File: src/realtime_probe_monitor_defs.svh
`ifndef REALTIME_PROBE_MONITOR_DEFS_SVH
`define REALTIME_PROBE_MONITOR_DEFS_SVH

// register byte addresses
`define MON_ENABLE_CTL_OFF 16'h2106
`define MON_PROBE0_HIGH_OFF 16'h210d
`define MON_PROBE0_LOW_OFF 16'h210e
`define MON_PROBE1_OFF 16'h210f
`define MON_PROBE2_OFF 16'h2110
`define MON_PROBE3_OFF 16'h2111
`define MON_STATUS_OFF 16'h2112

// field positions
`define MON_ENABLE_BIT 1
`define MON_STAT_BUSY_BIT 0
`define MON_STAT_MISSED_BIT 1

// reset values
`define MON_ENABLE_RST 1'h0
`define MON_PROBE0_HIGH_RST 2'h0
`define MON_PROBE_BYTE_RST 8'h00

// serial frame shape
`define MON_PROBE_COUNT 4
`define MON_WORD_BITS 10
`define MON_FIFO_DEPTH 4

`endif

File: src/realtime_probe_monitor_pkg.sv
package realtime_probe_monitor_pkg;

    typedef enum logic [1:0] {
        MON_IDLE,
        MON_LOAD,
        MON_DRAIN
    } mon_state_type;

    typedef struct packed {
        logic [15:0] addr;
        logic [7:0] wdata;
        logic wr;
        logic rd;
    } reg_req_type;

    typedef struct packed {
        logic enable;
        logic [1:0] probe0_high;
        logic [7:0] probe0_low;
        logic [7:0] probe1;
        logic [7:0] probe2;
        logic [7:0] probe3;
        logic missed;
        mon_state_type state;
        logic [1:0] load_idx;
        logic [9:0] shift_data;
        logic [3:0] shift_cnt;
        logic serial;
        logic frame;
        logic hold;
        logic [7:0] rdata;
    } mon_state_vec_type;

endpackage : realtime_probe_monitor_pkg

File: src/realtime_probe_monitor.sv
`timescale 1ns/1ps
`include "realtime_probe_monitor_defs.svh"

////////////////////////////////////////////////////////////////////////////////

module probe_word_fifo #(
    parameter int WIDTH = 10,
    parameter int DEPTH = 4
) (
    // clock and reset
    input wire logic sys_clk_in,
    input wire logic resetn_in,
    input wire logic flush_in,
    // fill side
    input wire logic [WIDTH-1:0] fill_data_in,
    input wire logic fill_valid_in,
    output logic fill_ready_out,
    // drain side
    output logic [WIDTH-1:0] drain_data_out,
    output logic drain_valid_out,
    input wire logic drain_ready_in
);
    localparam int PTR_W = (DEPTH > 1) ? $clog2(DEPTH) : 1;

    if (DEPTH < 2 || (DEPTH & (DEPTH - 1)) != 0 || WIDTH < 1)
    begin : g_bad_fifo_shape
        $error("probe_word_fifo: depth must be a power of two >= 2");
    end

    typedef struct packed {
        logic [PTR_W-1:0] wr_ptr;
        logic [PTR_W-1:0] rd_ptr;
        logic [PTR_W:0] count;
    } fifo_state_type;

    fifo_state_type q;
    fifo_state_type d;
    logic [WIDTH-1:0] mem_q [DEPTH];
    logic push;
    logic pop;

    assign fill_ready_out = (q.count != (PTR_W + 1)'(DEPTH));
    assign drain_valid_out = (q.count != '0);
    assign drain_data_out = mem_q[q.rd_ptr];
    assign push = fill_valid_in && fill_ready_out && !flush_in;
    assign pop = drain_valid_out && drain_ready_in && !flush_in;

    always_comb
    begin
        d = q;
        if (flush_in)
        begin
            d = '0;
        end
        else
        begin
            d.wr_ptr = q.wr_ptr + PTR_W'(push);
            d.rd_ptr = q.rd_ptr + PTR_W'(pop);
            d.count = q.count + (PTR_W + 1)'(push) - (PTR_W + 1)'(pop);
        end
    end

    always_ff @(posedge sys_clk_in or negedge resetn_in)
    begin
        if (!resetn_in)
        begin
            q <= '0;
        end
        else
        begin
            q <= d;
        end
    end

    // storage has no reset; only words below count are ever read
    always_ff @(posedge sys_clk_in)
    begin
        if (push)
        begin
            mem_q[q.wr_ptr] <= fill_data_in;
        end
    end
endmodule : probe_word_fifo

////////////////////////////////////////////////////////////////////////////////

module realtime_probe_monitor #(
    parameter int FIFO_DEPTH = `MON_FIFO_DEPTH
) (
    // clock and reset
    input wire logic sys_clk_in,
    input wire logic resetn_in,
    // register port
    input wire logic [15:0] reg_addr_in,
    input wire logic [7:0] reg_wdata_in,
    input wire logic reg_wr_in,
    input wire logic reg_rd_in,
    output logic [7:0] reg_rdata_out,
    // compute engine
    input wire logic ce_pass_start_in,
    output logic ce_pass_hold_out,
    // monitor pin
    output logic monitor_serial_out,
    output logic monitor_frame_out
);
    localparam int WB = `MON_WORD_BITS;

    if (FIFO_DEPTH < `MON_PROBE_COUNT)
    begin : g_bad_fifo_depth
        $error("realtime_probe_monitor: fifo must hold all four probes");
    end

    realtime_probe_monitor_pkg::mon_state_vec_type q;
    realtime_probe_monitor_pkg::mon_state_vec_type d;
    realtime_probe_monitor_pkg::reg_req_type req;
    logic [WB-1:0] fill_word;
    logic fill_valid;
    logic fill_ready;
    logic [WB-1:0] drain_word;
    logic drain_valid;
    logic drain_ready;
    logic flush;

    assign req = '{addr: reg_addr_in, wdata: reg_wdata_in, wr: reg_wr_in, rd: reg_rd_in};

    always_comb
    begin
        unique case (q.load_idx)
            2'h0: fill_word = {q.probe0_high, q.probe0_low};
            2'h1: fill_word = {2'h0, q.probe1};
            2'h2: fill_word = {2'h0, q.probe2};
            2'h3: fill_word = {2'h0, q.probe3};
        endcase
    end

    assign fill_valid = (q.state == realtime_probe_monitor_pkg::MON_LOAD) && q.enable;
    // shifter stalls the fifo until the current word is out
    assign drain_ready = q.enable && (q.shift_cnt == 4'h0);
    assign flush = !d.enable;

    probe_word_fifo #(
        .WIDTH(WB),
        .DEPTH(FIFO_DEPTH)
    ) u_fifo (
        .sys_clk_in(sys_clk_in),
        .resetn_in(resetn_in),
        .flush_in(flush),
        .fill_data_in(fill_word),
        .fill_valid_in(fill_valid),
        .fill_ready_out(fill_ready),
        .drain_data_out(drain_word),
        .drain_valid_out(drain_valid),
        .drain_ready_in(drain_ready)
    );

    ////////////////////////////////////////////////////////////////////////////

    always_comb
    begin
        d = q;
        d.rdata = 8'h00;
        // register writes
        if (req.wr)
        begin
            unique case (req.addr)
                `MON_ENABLE_CTL_OFF: d.enable = req.wdata[`MON_ENABLE_BIT];
                `MON_PROBE0_HIGH_OFF: d.probe0_high = req.wdata[1:0];
                `MON_PROBE0_LOW_OFF: d.probe0_low = req.wdata;
                `MON_PROBE1_OFF: d.probe1 = req.wdata;
                `MON_PROBE2_OFF: d.probe2 = req.wdata;
                `MON_PROBE3_OFF: d.probe3 = req.wdata;
                `MON_STATUS_OFF:
                begin
                    if (req.wdata[`MON_STAT_MISSED_BIT])
                    begin
                        d.missed = 1'b0;
                    end
                end
                default: ;
            endcase
        end
        // register reads, unmapped reads return zero
        if (req.rd)
        begin
            unique case (req.addr)
                `MON_ENABLE_CTL_OFF: d.rdata[`MON_ENABLE_BIT] = q.enable;
                `MON_PROBE0_HIGH_OFF: d.rdata[1:0] = q.probe0_high;
                `MON_PROBE0_LOW_OFF: d.rdata = q.probe0_low;
                `MON_PROBE1_OFF: d.rdata = q.probe1;
                `MON_PROBE2_OFF: d.rdata = q.probe2;
                `MON_PROBE3_OFF: d.rdata = q.probe3;
                `MON_STATUS_OFF:
                begin
                    d.rdata[`MON_STAT_BUSY_BIT] = q.hold;
                    d.rdata[`MON_STAT_MISSED_BIT] = q.missed;
                end
                default: ;
            endcase
        end
        // sequencer
        unique case (q.state)
            realtime_probe_monitor_pkg::MON_IDLE:
            begin
                if (ce_pass_start_in && q.enable)
                begin
                    d.state = realtime_probe_monitor_pkg::MON_LOAD;
                    d.load_idx = 2'h0;
                end
            end
            realtime_probe_monitor_pkg::MON_LOAD:
            begin
                if (fill_ready)
                begin
                    d.load_idx = q.load_idx + 2'h1;
                    if (q.load_idx == 2'(`MON_PROBE_COUNT - 1))
                    begin
                        d.state = realtime_probe_monitor_pkg::MON_DRAIN;
                    end
                end
            end
            realtime_probe_monitor_pkg::MON_DRAIN:
            begin
                if (!drain_valid && q.shift_cnt == 4'h0)
                begin
                    d.state = realtime_probe_monitor_pkg::MON_IDLE;
                end
            end
        endcase
        // a pass that begins while a frame is still going is not sent
        if (ce_pass_start_in && q.enable && q.state != realtime_probe_monitor_pkg::MON_IDLE)
        begin
            d.missed = 1'b1;
        end
        if (q.shift_cnt != 4'h0)
        begin
            d.serial = q.shift_data[WB-1];
            d.shift_data = {q.shift_data[WB-2:0], 1'b0};
            d.shift_cnt = q.shift_cnt - 4'h1;
            d.frame = 1'b1;
        end
        else if (drain_valid && drain_ready)
        begin
            d.serial = drain_word[WB-1];
            d.shift_data = {drain_word[WB-2:0], 1'b0};
            d.shift_cnt = 4'(WB - 1);
            d.frame = 1'b1;
        end
        else
        begin
            d.serial = 1'b0;
            d.frame = 1'b0;
        end
        if (!d.enable)
        begin
            d.state = realtime_probe_monitor_pkg::MON_IDLE;
            d.shift_cnt = 4'h0;
            d.serial = 1'b0;
            d.frame = 1'b0;
        end
        d.hold = (d.state != realtime_probe_monitor_pkg::MON_IDLE);
    end

    always_ff @(posedge sys_clk_in or negedge resetn_in)
    begin
        if (!resetn_in)
        begin
            q <= '{
                enable: `MON_ENABLE_RST,
                probe0_high: `MON_PROBE0_HIGH_RST,
                probe0_low: `MON_PROBE_BYTE_RST,
                probe1: `MON_PROBE_BYTE_RST,
                probe2: `MON_PROBE_BYTE_RST,
                probe3: `MON_PROBE_BYTE_RST,
                missed: 1'b0,
                state: realtime_probe_monitor_pkg::MON_IDLE,
                load_idx: 2'h0,
                shift_data: 10'h000,
                shift_cnt: 4'h0,
                serial: 1'b0,
                frame: 1'b0,
                hold: 1'b0,
                rdata: 8'h00
            };
        end
        else
        begin
            q <= d;
        end
    end

    assign reg_rdata_out = q.rdata;
    assign ce_pass_hold_out = q.hold;
    assign monitor_serial_out = q.serial;
    assign monitor_frame_out = q.frame;

    ////////////////////////////////////////////////////////////////////////////

    // checking helpers: bit position in frame and captured probe zero top bits
    logic [5:0] frame_pos_q;
    logic [1:0] cap_high_q;

    always_ff @(posedge sys_clk_in or negedge resetn_in)
    begin
        if (!resetn_in)
        begin
            frame_pos_q <= 6'h00;
            cap_high_q <= 2'h0;
        end
        else
        begin
            frame_pos_q <= q.frame ? frame_pos_q + 6'h01 : 6'h00;
            if (fill_valid && fill_ready && q.load_idx == 2'h0)
            begin
                cap_high_q <= q.probe0_high;
            end
        end
    end
endmodule : realtime_probe_monitor

File: config.mk
export PLATFORM = sky130hd
export DESIGN_NAME = realtime_probe_monitor
export DESIGN_NICKNAME = d
export VERILOG_FILES = /design/src/realtime_probe_monitor_pkg.sv /design/src/realtime_probe_monitor.sv
export VERILOG_INCLUDE_DIRS = /design/src
export SDC_FILE = /design/constraint.sdc
export NUM_CORES = 1
export LEC_CHECK = 0
export ABC_AREA = 1
export BUFFER_PORTS_ARGS = -buffer_cell sky130_fd_sc_hd__buf_4
export CORE_ASPECT_RATIO = 0.6
export CORE_MARGIN = 4
export CORE_UTILIZATION = 50
export CTS_CLUSTER_DIAMETER = 80
export CTS_CLUSTER_SIZE = 16
export DETAILED_ROUTE_END_ITERATION = 8
export PLACE_DENSITY = 0.79
export SYNTH_ARGS = -nofsm -noshare
export SYNTH_HDL_FRONTEND = slang
export SYNTH_SLANG_ARGS = --single-unit
export TNS_END_PERCENT = 1
File: constraint.sdc
create_clock -name sys_clk_in -period 6.9 [get_ports sys_clk_in]
set_input_delay 1.38 -clock sys_clk_in [delete_from_list [all_inputs] [get_ports sys_clk_in]]
set_output_delay 1.38 -clock sys_clk_in [all_outputs]
set_load 0.005 [all_outputs]
# Yosys cells after proc, flatten, opt, wreduce, memory -nomap -nowiden
# Memories as Yosys holds them, arrays and structs flattened.
# Cells that the tools add are included.
totals:
  reg_bits: 72
  ramBits: 40
  inputBits: 29
  output_inout_bits: 11
  mem_count: 1
memory_table:
  columns: ["name", "depth", "width", "rd", "rd_ports_with_merged_regs", "write_ports", "line_no", "rtl"]
  rows:
  - ["u_fifo.mem_q", 4, 10, 1, 0, 1, "realtime_probe_monitor.sv:38", "logic [WIDTH-1:0] mem_q [DEPTH];"]
op_classes:
  add_sub_neg: 6
  eq_ne: 16
  n_mux: 29
  reduce_logical: 29
op_table:
  columns: ["op", "n"]
  rows:
  - ["$eq A16 B14 Y1 const B", 7]
  - ["$mux W8", 5]
  - ["$pmux W10 S4", 1]
  - ["$mux W36", 1]
  - ["$pmux W6 S4", 1]
  - ["$mux W16", 1]
  - ["$mux W14", 1]
  - ["$reduce_bool A2 Y1", 7]
  - ["$mux W2", 5]
  - ["$reduce_and A2 Y1", 5]
  - ["$logic_and A1 B1 Y1", 9]
  - ["$mux W4", 2]
  - ["$mux W7", 1]
  - ["$pmux W1 S7", 1]
  - ["$eq A2 B2 Y1 const B", 3]
  - ["$mux W1", 6]
  - ["$mux W6", 1]
  - ["$pmux W1 S6", 1]
  - ["$pmux W2 S3", 1]
  - ["$reduce_and A3 Y1", 2]
  - ["$add A2 B1 Y2", 2]
  - ["$eq A2 B1 Y1 const B", 2]
  - ["$logic_not A2 Y1", 2]
  - ["$logic_not A4 Y1", 1]
  - ["12 further kinds", 12]

# Depth between registers and ports, before layout
# Gate-level depths: netlist (run 1).
depth:
  ltp_word: 7
  ltp_mapped: 16

# Cells and area by module
# A second synthesis (run 1) with hierarchy kept.
hier_totals:
  hier_cells: 617
  hier_area_um2: 5670.4
by_module_without_submodules:
  columns: ["mod", "instances", "cells_each", "area_per_inst_um2"]
  rows:
  - ["realtime_probe_monitor", 1, 447, 3656.0]
  - ["probe_word_fifo", 1, 170, 2014.4]

# Worst setup path before layout (run 1)
# OpenSTA, ideal clock, no wires.
synth_path:
  path_type: "input-to-reg"
  start: "input port reg_addr_in[15]"
  end: "register u_fifo.q[2] (netlist name)"
  setup_time_ns: 0.120
  arrival_time_ns: 3.477
  setup_slack_ns: 3.304
  stages: 14
  n_path_buf: 1
  path_cell_list: "nor2_1 > nand3_1 > nor2_4 > nand4_1 > nand2_2 > buf_6 > nor2_1 > ha_1 > inv_1 > ha_1 > fa_1 > xnor2_1 > xor2_1 > nor2_1"
synth_lines:
  columns: ["item", "line_no", "rtl"]
  rows:
  - ["start, declared", "realtime_probe_monitor.sv:94", "input wire logic [15:0] reg_addr_in,"]
  - ["end signal, assigned", "realtime_probe_monitor.sv:67", "q <= '0;"]
  - ["end signal, assigned", "realtime_probe_monitor.sv:71", "q <= d;"]
  - ["end, declared", "realtime_probe_monitor.sv:36", "fifo_state_type q;"]

==> metrics.md, run 1 <==
| Metric | Value |
|---|---|
| Dpl hpwl | 8.352 mm |
| PnR Total Power | 0.001944 W |
| Die width | 140.5 microns |
| Slew Limit Fails | 0 |
| Cells after Synth | 588 |
| Slowest CP cell | nor2_4 |
| Worst EP arrival | 4.22 ns |
| Crit path depth | 14 |
| Vias in the first global route | around 3900 |
| Min Hold Slack | around 0.49 ns |
| Post-route clock period utilization | 58.08% |
| Clock Skew | slightly below 0.007 ns |
| Critical-path cell list | buf_4 -> nor2_1 -> nand3_1 -> nor2_4 -> nand4_1 -> nand2_2 -> nor2_1 -> ha_1 -> inv_1 -> ha_1 -> fa_1 -> xnor2_1 -> xor2_1 -> nor2_1 |
| Starting Density | 52.40% |
| Count of final setup violators | 0 |
| # clock sinks | ~110 |
| CP Launch Type | input pin |
| Yosys top cell area share | about a third |
| Layout area overhead | 11.30% |
| DR pass1 iterations | 6 |
| Post-cts sizing count | 0 |
| Fillers | 850 |
| TNS Setup | 0 ns |
| Fmax | roughly 250 MHz |
| Std-Cell Rows | 28 |
| Final net count | 653 |
| Clk_lat worst skew | 0.35 ns |
| Antenna violations before repair | 0 |
| Final min period | 4.007 ns |
| Cts bufs inserted | 9 |
| Port bufs | 39 |
| Crit end category | flop |
| Die Y | roughly 88 microns |
| Diodes inserted | 0 |
| Via count | 4158 |
| Sequential share of the synthesized area | between 50% and 60% |
| Slew margin rel. | 33.73% |
| Post-CTS Setup Bufs | 0 |
| Most frequent cells in the layout | nand2_1, nor2_1, dfrtp_1, inv_1, o21ai_0 |
| Largest area contributor in the netlist | dfrtp_1 |
| Most common cell after layout, fill and taps aside | nand2_1 |
| Clk buf depth | 2 |
| Buf+Inv Stages, Crit Path | 2 |
| DRC Markers | 0 |
| Post-Syn Area | 5269 sq um |
| Layout cells sized above 1 | approximately a tenth |
| Utilization after layout | 58.33% |
| First-pass GRT wire length | 19.26 mm |
| Pleak | 2.639 nW |
| Worst-Margin Slew | 0.9904 ns |
| Routed len/inst | 15.37 microns |
| Status | finished, final reports clean |
| Vias per std cell | 5.537 |
| Crit Path Max Fanout | 28 |
| Avg Inst Size Synth | 8.961 sq um |
| Overall Global Routing Usage | 20.00% |
| Grt ovf | 0 |
| Synth warn | 0 |
| CP dominant cell by count | nor2_1 |
| Peak supply drop | approximately 0.15 mV |
| Synthesis-stage register bit count | 111 |
| CTS Hold Bufs | 0 |
| Synth area leaders | dfrtp_1, edfxtp_1, nand2_1 |
| Worst-path clk slew | 0.07 ns |
| Routability cong. | 0.9079 |
| DRT iter0 DRCs | 340 |
| Core ar. | 10050 sq um |
| TritonCTS clock tree | built |
| Synth unique cells | 32 |
| Net count after synthesis | 630 |
| Final antenna-violating net count | 0 |
| Die area | 12300 sq um |
| IO Count | 40 |
| Hold Crit Depth | 2 |
| Worst min path class | reg2reg |
| Crit path max-delay family | simple AND/OR/NAND/NOR gates |
| H-tree depth | 3 |
| Power per cell area | about 330 nW/um^2 |
| Worst EP required | slightly above 7 ns |
| Setup CP Type | in2reg |
| Final wirelength | ~12 mm |
| CP peak stage delay | 0.47 ns |
| Final Hold Viols | 0 |
| Total of max-cap violations | 0 |
| FF-to-FF path depth | 13 |
| RSZ-0062 raised after global routing | no |
| CTS root buf | clkbuf_16 |
| Largest net degree at the start of global routing | 72 |
## path summary, 6_finish.rpt
kind	start	end	slack [ns]
max reg2reg	q[11]$_DFFE_PN0P_	u_fifo.q[2]$_DFF_PN0_	4.19
min	q[32]$_DFFE_PN0P_	q[32]$_DFFE_PN0P_	0.49
min in group asynchronous	resetn_in	q[31]$_DFFE_PN0P_	1.16
max in group asynchronous	resetn_in	reg_rdata_out[2]$_DFF_PN0_	5.16
min reg2reg	q[32]$_DFFE_PN0P_	q[32]$_DFFE_PN0P_	0.49
max	reg_addr_in[15]	u_fifo.q[2]$_DFF_PN0_	2.89
## cell type report
| type | instances | area (sq um) | area share, % |
|---|---|---|---|
| multi-input cells | 387 | 1883 | 32.11 |
| repair buffers | 39 | 292.8 | 4.993 |
| flip-flops and latches | 111 | 2978 | 50.78 |
| inverters | 63 | 236.5 | 4.032 |
| clock inverters | 5 | 72.57 | 1.237 |
| well taps | 135 | 168.9 | 2.880 |
| clock buffers | 11 | 232.7 | 3.968 |
## power by group
group	internal (W)	leakage [nW]	total, W	switching [W]
clock	0.000315	0.149	0.000528	0.000213
combinational	0.000198	1.17	0.000537	0.000339
sequential	0.000801	1.32	0.000879	0.0000786
## state kept, by name (all words and copies together) (netlist names)
name and count:
q 53, ce_pass_hold_out 1, monitor_frame_out 1, u_fifo.mem_q 40, monitor_serial_out 1, u_fifo.q 7
reg_rdata_out 8
## synthesized netlist by cell type, drive strengths merged
cell type / n
o22ai: 15
o21bai: 1
nand4: 12
o21ai: 72
and2: 3
edfxtp: 40
or2: 1
buf: 19
nor3: 3
nand2: 130
a21oi: 14
ha: 12
clkbuf: 8
nand3: 35
nand3b: 1
xor2: 1
inv: 62
fa: 1
clkinv: 1
nor2: 79
o211ai: 1
a22o: 3
xnor2: 3
dfrtp: 71
## worst min-delay path: cells and delay by family, from the launching register on
family,cells,cell delay [ns]
and+or+nand+nor,1,0.05
DFF,1,0.34
AOI/OAI and AO/OA,1,0.06
## layer usage
layer | track usage, % | up-vias | part of all wire [%]
met5 | 0 | - | 0
li1 | - | 1972 | -
met1 | 28.89 | 1978 | 45
met3 | 6.967 | 14 | 10
met4 | 5.717 | 0 | 1.4
met2 | 28.82 | 194 | 43
## per-stage QoR
| step | instances | cell area (sq um) | worst slack [ns] |
|---|---|---|---|
| 4_1_cts | 751 | 5864 | 2.885 |
| 3_5_place_dp | 735 | 5559 | 2.540 |
| 5_1_grt | 751 | 5864 | 2.559 |
| 6_report | 751 | 5864 | 2.893 |
| 3_3_place_gp | 735 | 5559 | 2.724 |
| 2_1_floorplan | 588 | 5269 | 3.304 |
## cell families (layout without fill, tap and decap cells)
family	Yosys count	after routing	synth area share (%)
fa+ha+maj	13	13	3.230
simple gates	264	264	21.11
flops	111	111	56.52
xor+xnor	4	4	0.6650
compound gates	106	106	10.73
buf+inv	90	118	7.741
No activity file was read; power rests on OpenSTA's default activity.
==> run 2, diff against run 1 <==
clock period = 3.9 ns   (was 6.9 ns; I/O delays follow)
==> metrics.md, run 2 (synthesis results as in run 1) <==
| Metric | Value |
|---|---|
| Status | finished, final reports clean |
| Most common cell after layout, fill and taps aside | nand2_1 |
| # clock sinks | 111 (unchanged) |
| Largest register FFs | 53 (unchanged) |
| Final net count | 658 (+0.77%) |
| Clk_lat worst skew | 0.35 ns (about the same) |
| Utilization after layout | 58.42% (+0.10 points) |
| Slowest CP cell | fa_1 |
| CTS Hold Bufs | 0 (unchanged) |
| Layout cells sized above 1 | 10.47% (+0.89 points) |
| Vias per std cell | 5.508 (-0.52%) |
| Routability cong. | 0.8762 (-3.5%) |
| Post-CTS Setup Bufs | 0 (unchanged) |
| Die Y | 87.52 microns (unchanged) |
| Antenna violations before repair | 0 (unchanged) |
| Worst min path class | reg2reg |
| Clk buf depth | 2 (unchanged) |
| Worst EP arrival | 3.20 ns (-1.02 ns) |
| Std-Cell Rows | 28 (unchanged) |
| Routed len/inst | 15.84 microns (+3.0%) |
| Final wirelength | 11.98 mm (+3.7%) |
| Overall Global Routing Usage | 21.06% (+1.1 points) |
| CP dominant cell by count | nor2_1 |
| Setup slack, reg-to-reg | 1.25 ns (-2.94 ns) |
| Setup CP Type | in2reg |
| CP peak stage delay | 0.38 ns (-0.09 ns) |
| Count of final setup violators | 0 (unchanged) |
| Slew Limit Fails | 0 (unchanged) |
| Dpl hpwl | 8.556 mm (+2.4%) |
| Final antenna-violating net count | 0 (unchanged) |
| CP Launch Type | input pin |
| DRT iter0 DRCs | 369 (+8.5%) |
| Final Hold Viols | 0 (unchanged) |
| Most frequent cells in the layout | nand2_1, nor2_1, dfrtp_1, inv_1, o21ai_0 |
| IO Count | 40 (unchanged) |
| Cts bufs inserted | 9 (unchanged) |
| CTS root buf | clkbuf_16 |
| First-pass GRT wire length | 20.11 mm (+4.4%) |
| Die area | 12300 sq um (unchanged) |
| Post-route clock period utilization | between 70% and 80% |
| DR pass1 iterations | 5 (-1) |
| Power per cell area | 578.4 nW/um^2 (+74%) |
| Critical-path cell list | buf_4 -> nor2_1 -> nand2_1 -> nor2_1 -> nand2_1 -> o21ai_1 -> nand2_2 -> nor2_1 -> ha_1 -> inv_1 -> ha_1 -> fa_1 -> xnor2_1 -> xor2_1 -> nor2_1 |
| Slew margin rel. | 33.67% (-0.059 points) |
| Fmax | between 300 and 400 MHz |
| Largest Register | q |
| Worst EP required | 4.13 ns (-2.99 ns) |
| Total of max-cap violations | 0 (unchanged) |
| TritonCTS clock tree | built |
| Worst-Margin Slew | 0.9913 ns (+0.0008784 ns) |
| Die width | 140.5 microns (unchanged) |
| Vias in the first global route | 4010 (+3.6%) |
| Port bufs | 39 (unchanged) |
| RR Endpoint | u_fifo.q[2]$_DFF_PN0_ |
| H-tree depth | 3 (unchanged) |
| Largest net degree at the start of global routing | 72 (unchanged) |
| RSZ-0062 raised after global routing | no |
| Layout area overhead | 11.49% |
| Launch point of the worst reg-to-reg path | q[11]$_DFFE_PN0P_ |
| Crit path to | u_fifo.q[2]$_DFF_PN0_ |
| TNS Setup | 0 ns (unchanged) |
| Pleak | 2.654 nW (+0.57%) |
| Min Hold Slack | 0.4937 ns (+0.004046 ns) |
| Grt ovf | 0 (unchanged) |
| Clock Skew | 0.005530 ns (-0.001278 ns) |
| DRC Markers | 0 (unchanged) |
| Crit. Startpoint | reg_addr_in[7] |
| Peak supply drop | 0.2770 mV (+80%) |
| Via count | 4164 (+0.14%) |
| Diodes inserted | 0 (unchanged) |
| Worst-path clk slew | 0.07 ns (about the same) |
| Core ar. | 10050 sq um (unchanged) |
| Crit Path Max Fanout | 18 (-36%) |
| Post-cts sizing count | 0 (unchanged) |
| FF-to-FF path depth | 13 (unchanged) |
| Final min period | 2.976 ns |
| Starting Density | 52.40% (unchanged) |
| Crit end category | flop |
run 2: changes by cell type in the layout (fill, tap and decap cells not counted), sizes merged:
cell	before	now
bufinv	2	0
clkbuf	11	13
buf	39	44
run 2: worst min path at each step:
stage                                 start           endpoint  slack (ns)  cells after the start
after detailed placement  q[35]$_DFFE_PN0P_  q[35]$_DFFE_PN0P_        0.48                      2
after CTS                 q[41]$_DFFE_PN0P_  q[41]$_DFFE_PN0P_        0.49                      2
after global placement    q[43]$_DFFE_PN0P_  q[43]$_DFFE_PN0P_        0.47                      2
after global routing      q[23]$_DFFE_PN0P_  q[24]$_DFFE_PN0P_        0.53                      2
after floorplan           q[32]$_DFFE_PN0P_  q[32]$_DFFE_PN0P_        0.45                      2
final                     q[40]$_DFFE_PN0P_  q[40]$_DFFE_PN0P_        0.49                      2
run 2: cell type report:
class	count	area (sq um)
multi-input cells	387	1883
fillers	835	4180
clock buffers	13	260.3
repair buffers	44	330.3
clock inverters	3	17.52
well taps	135	168.9
inverters	63	236.5
flip-flops and latches	111	2978
run 2: critical path, delay by kind of cell:
family | cells | cell delay [ns]
buffers and inverters | 2 | 0.15
XOR/XNOR | 2 | 0.37
adder cells (fa/ha/maj) | 3 | 0.71
AND/OR/NAND/NOR | 7 | 1.05
AO/OA/AOI/OAI | 1 | 0.15
run 2: report_power, final:
part           total, W  internal [W]  switching (W)
combinational   0.00101      0.000368       0.000643
clock          0.000856      0.000467       0.000390
sequential      0.00153       0.00142       0.000115
run 2: stage by stage:
| step | worst slack [ns] | cells | instance area, sq um | power, W |
|---|---|---|---|---|
| 3_5_place_dp | 0.4995 | 740 | 5597 | 0.002561 |
| 2_1_floorplan | 0.9038 | 588 | 5269 | 0.002236 |
| 4_1_cts | 0.8737 | 756 | 5874 | 0.003420 |
| 5_1_grt | 0.6326 | 756 | 5874 | 0.003635 |
| 3_3_place_gp | 0.6363 | 740 | 5597 | 0.002489 |
| 6_report | 0.9239 | 756 | 5874 | 0.003398 |
run 2: metal layers:
metal	up-vias	global-route usage, %	wire length [microns]	part of all wire [%]
li1	1982	-	-	-
met1	2026	30.70	5582	47
met2	142	31.64	5232	44
met3	14	5.156	1000	8.4
met4	0	6.245	159	1.3
met5	-	0	0	0
==> run 3, diff against run 2 <==
clock period = 3.1 ns   (was 3.9 ns; I/O delays follow)
==> metrics.md, run 3 (synthesis results as in run 1) <==
| Metric | Value |
|---|---|
| Largest Register | q |
| Count of final setup violators | 0 (unchanged) |
| Cts bufs inserted | 9 (unchanged) |
| Slew margin rel. | 39.58% (+5.9 points) |
| Critical-path cell list | inv_1 -> ha_1 -> nand2_1 -> nor2_2 -> nand3_1 -> nor2_1 -> ha_1 -> inv_1 -> ha_1 -> fa_1 -> xnor2_1 -> xor2_1 -> nor2_1 |
| Antenna violations before repair | 0 (unchanged) |
| Overall Global Routing Usage | 20.97% (-0.089 points) |
| Diodes inserted | 0 (unchanged) |
| DR pass1 iterations | 5 (unchanged) |
| FF-to-FF path depth | 13 (unchanged) |
| First-pass GRT wire length | 19.96 mm (-0.72%) |
| Clock network fraction of total power | 25.1% (about the same) |
| Via count | 4190 (+0.62%) |
| Setup slack, reg-to-reg | 0.50 ns (-0.75 ns) |
| Vias per std cell | 5.520 (+0.23%) |
| Final net count | 661 (+0.46%) |
| Post-CTS Setup Bufs | 0 (unchanged) |
| Routed len/inst | 15.83 microns (about the same) |
| Worst EP required | 3.34 ns (-0.79 ns) |
| Final antenna-violating net count | 0 (unchanged) |
| Die area | 12300 sq um (unchanged) |
| Worst EP arrival | 2.84 ns (-0.36 ns) |
| Sequential share of power | 45.0% (about the same) |
| Pleak | 2.666 nW (+0.46%) |
| DRT iter0 DRCs | 495 (+34%) |
| CTS root buf | clkbuf_16 |
| CP dominant cell by count | ha_1 |
| Min Hold Slack | 0.3899 ns (-0.1038 ns) |
| Net Switching | 0.001468 W (+28%) |
| Status | finished, final reports clean |
| Core ar. | 10050 sq um (unchanged) |
| CP peak stage delay | 0.38 ns (about the same) |
| Post-cts sizing count | 0 (unchanged) |
| Slew Limit Fails | 0 (unchanged) |
| Dpl hpwl | 8.548 mm (about the same) |
| Total of max-cap violations | 0 (unchanged) |
| Final min period | 2.600 ns |
| Std-Cell Rows | 28 (unchanged) |
| Fmax | 384.7 MHz |
| CTS Hold Bufs | 0 (unchanged) |
| CP Launch Type | flop |
| Clk buf depth | 2 (unchanged) |
| Clk_lat worst skew | 0.35 ns (about the same) |
| TritonCTS clock tree | built |
| H-tree depth | 3 (unchanged) |
| Worst-path clk slew | 0.07 ns (about the same) |
| IO Count | 40 (unchanged) |
| Comb pwr share | 29.9% (about the same) |
| RR Endpoint | u_fifo.q[2]$_DFF_PN0_ |
| Layout cells sized above 1 | 11.22% (+0.75 points) |
| RSZ-0062 raised after global routing | no |
| Most frequent cells in the layout | nand2_1, nor2_1, dfrtp_1, inv_1, o21ai_0 |
| Final Hold Viols | 0 (unchanged) |
| Largest register FFs | 53 (unchanged) |
| Grt ovf | 0 (unchanged) |
| Worst min path class | in2async |
| Routability cong. | 0.8835 (+0.83%) |
| Largest net degree at the start of global routing | 72 (unchanged) |
| Die width | 140.5 microns (unchanged) |
| Starting Density | 52.40% (unchanged) |
| # clock sinks | 111 (unchanged) |
| Port bufs | 39 (unchanged) |
| Power per cell area | 723.3 nW/um^2 (+25%) |
| Vias in the first global route | 4002 (-0.20%) |
| Slowest CP cell | fa_1 |
| Clock Skew | 0.005532 ns (+0.000002110 ns) |
| Launch point of the worst reg-to-reg path | q[11]$_DFFE_PN0P_ |
| Crit Path Max Fanout | 4 (-14) |
| Peak supply drop | 0.3208 mV (+16%) |
| Final wirelength | 12.01 mm (+0.31%) |
| Fillers | 840 (+0.60%) |
| Int Pwr | 0.002793 W (+24%) |
| Worst-Margin Slew | 0.9064 ns (-0.08494 ns) |
| Die Y | 87.52 microns (unchanged) |
| Layout area overhead | 11.83% |
| Most common cell after layout, fill and taps aside | nand2_1 |
| DRC Markers | 0 (unchanged) |
| Post-route clock period utilization | a little over four fifths |
| Crit end category | flop |
| Setup CP Type | reg2reg |
| Net Sw Frac | 34.46% (+0.67 points) |
| TNS Setup | 0 ns (unchanged) |
==> run 3: layout make-up <==
cell class | instances | area [sq um] | share of cell area, %
clock buffers | 9 | 225.2 | 3.822
clock inverters | 7 | 47.55 | 0.8070
inverters | 63 | 236.5 | 4.014
multi-input cells | 387 | 1883 | 31.96
flip-flops and latches | 111 | 2978 | 50.54
well taps | 135 | 168.9 | 2.867
repair buffers | 47 | 352.8 | 5.989
==> run 3: worst max-delay path, delay by kind of cell, from the launching register on <==
kind / cells / cell delay, ns
DFF: 1 / 0.37
xor gates and xnor gates: 2 / 0.35
adders and majority gates: 4 / 0.88
and+or+nand+nor: 5 / 0.73
buffers and inverters: 2 / 0.16
==> run 3: stage by stage <==
stage,power (W),cells,setup slack (ns),utilization [%],instance area [sq um]
after floorplan,0.002813,588,0.2638,-,5269
after global placement,0.003130,743,0.2596,55.89,5619
after detailed placement,0.003226,743,0.2139,55.89,5619
after CTS,0.004287,759,0.5235,58.60,5892
after global routing,0.004565,759,0.2705,58.60,5892
final,0.004262,759,0.5004,58.60,5892
==> run 3: worst max path at each step <==
stage / startpoint / to / depth (start not counted)
finish: q[11]$_DFFE_PN0P_ / u_fifo.q[2]$_DFF_PN0_ / 13
global route: q[11]$_DFFE_PN0P_ / u_fifo.q[2]$_DFF_PN0_ / 13
CTS: q[11]$_DFFE_PN0P_ / u_fifo.q[2]$_DFF_PN0_ / 13
detailed placement: reg_addr_in[7] / u_fifo.q[2]$_DFF_PN0_ / 15
global placement: reg_addr_in[7] / u_fifo.q[2]$_DFF_PN0_ / 15
floorplan: reg_addr_in[15] / u_fifo.q[2]$_DFF_PN0_ / 14
==> run 3: metal layers <==
metal	wire length, microns	GRT usage [%]	up-vias
li1	-	-	1990
met1	5400	29.64	1995
met2	5315	31.77	190
met3	1118	5.979	15
met4	178	6.596	0
met5	0	0	-
==> run 3: power by group through the flow <==
| stage | logic (W) | clock network [W] | registers, W |
|---|---|---|---|
| 6_report | 0.00127 | 0.00107 | 0.00192 |
| 5_1_grt | 0.00146 | 0.00116 | 0.00194 |
| 3_5_place_dp | 0.00128 | 0 | 0.00194 |
| 4_1_cts | 0.00129 | 0.00108 | 0.00192 |
| 3_3_place_gp | 0.00120 | 0 | 0.00193 |
| 2_1_floorplan | 0.000916 | 0 | 0.00190 |
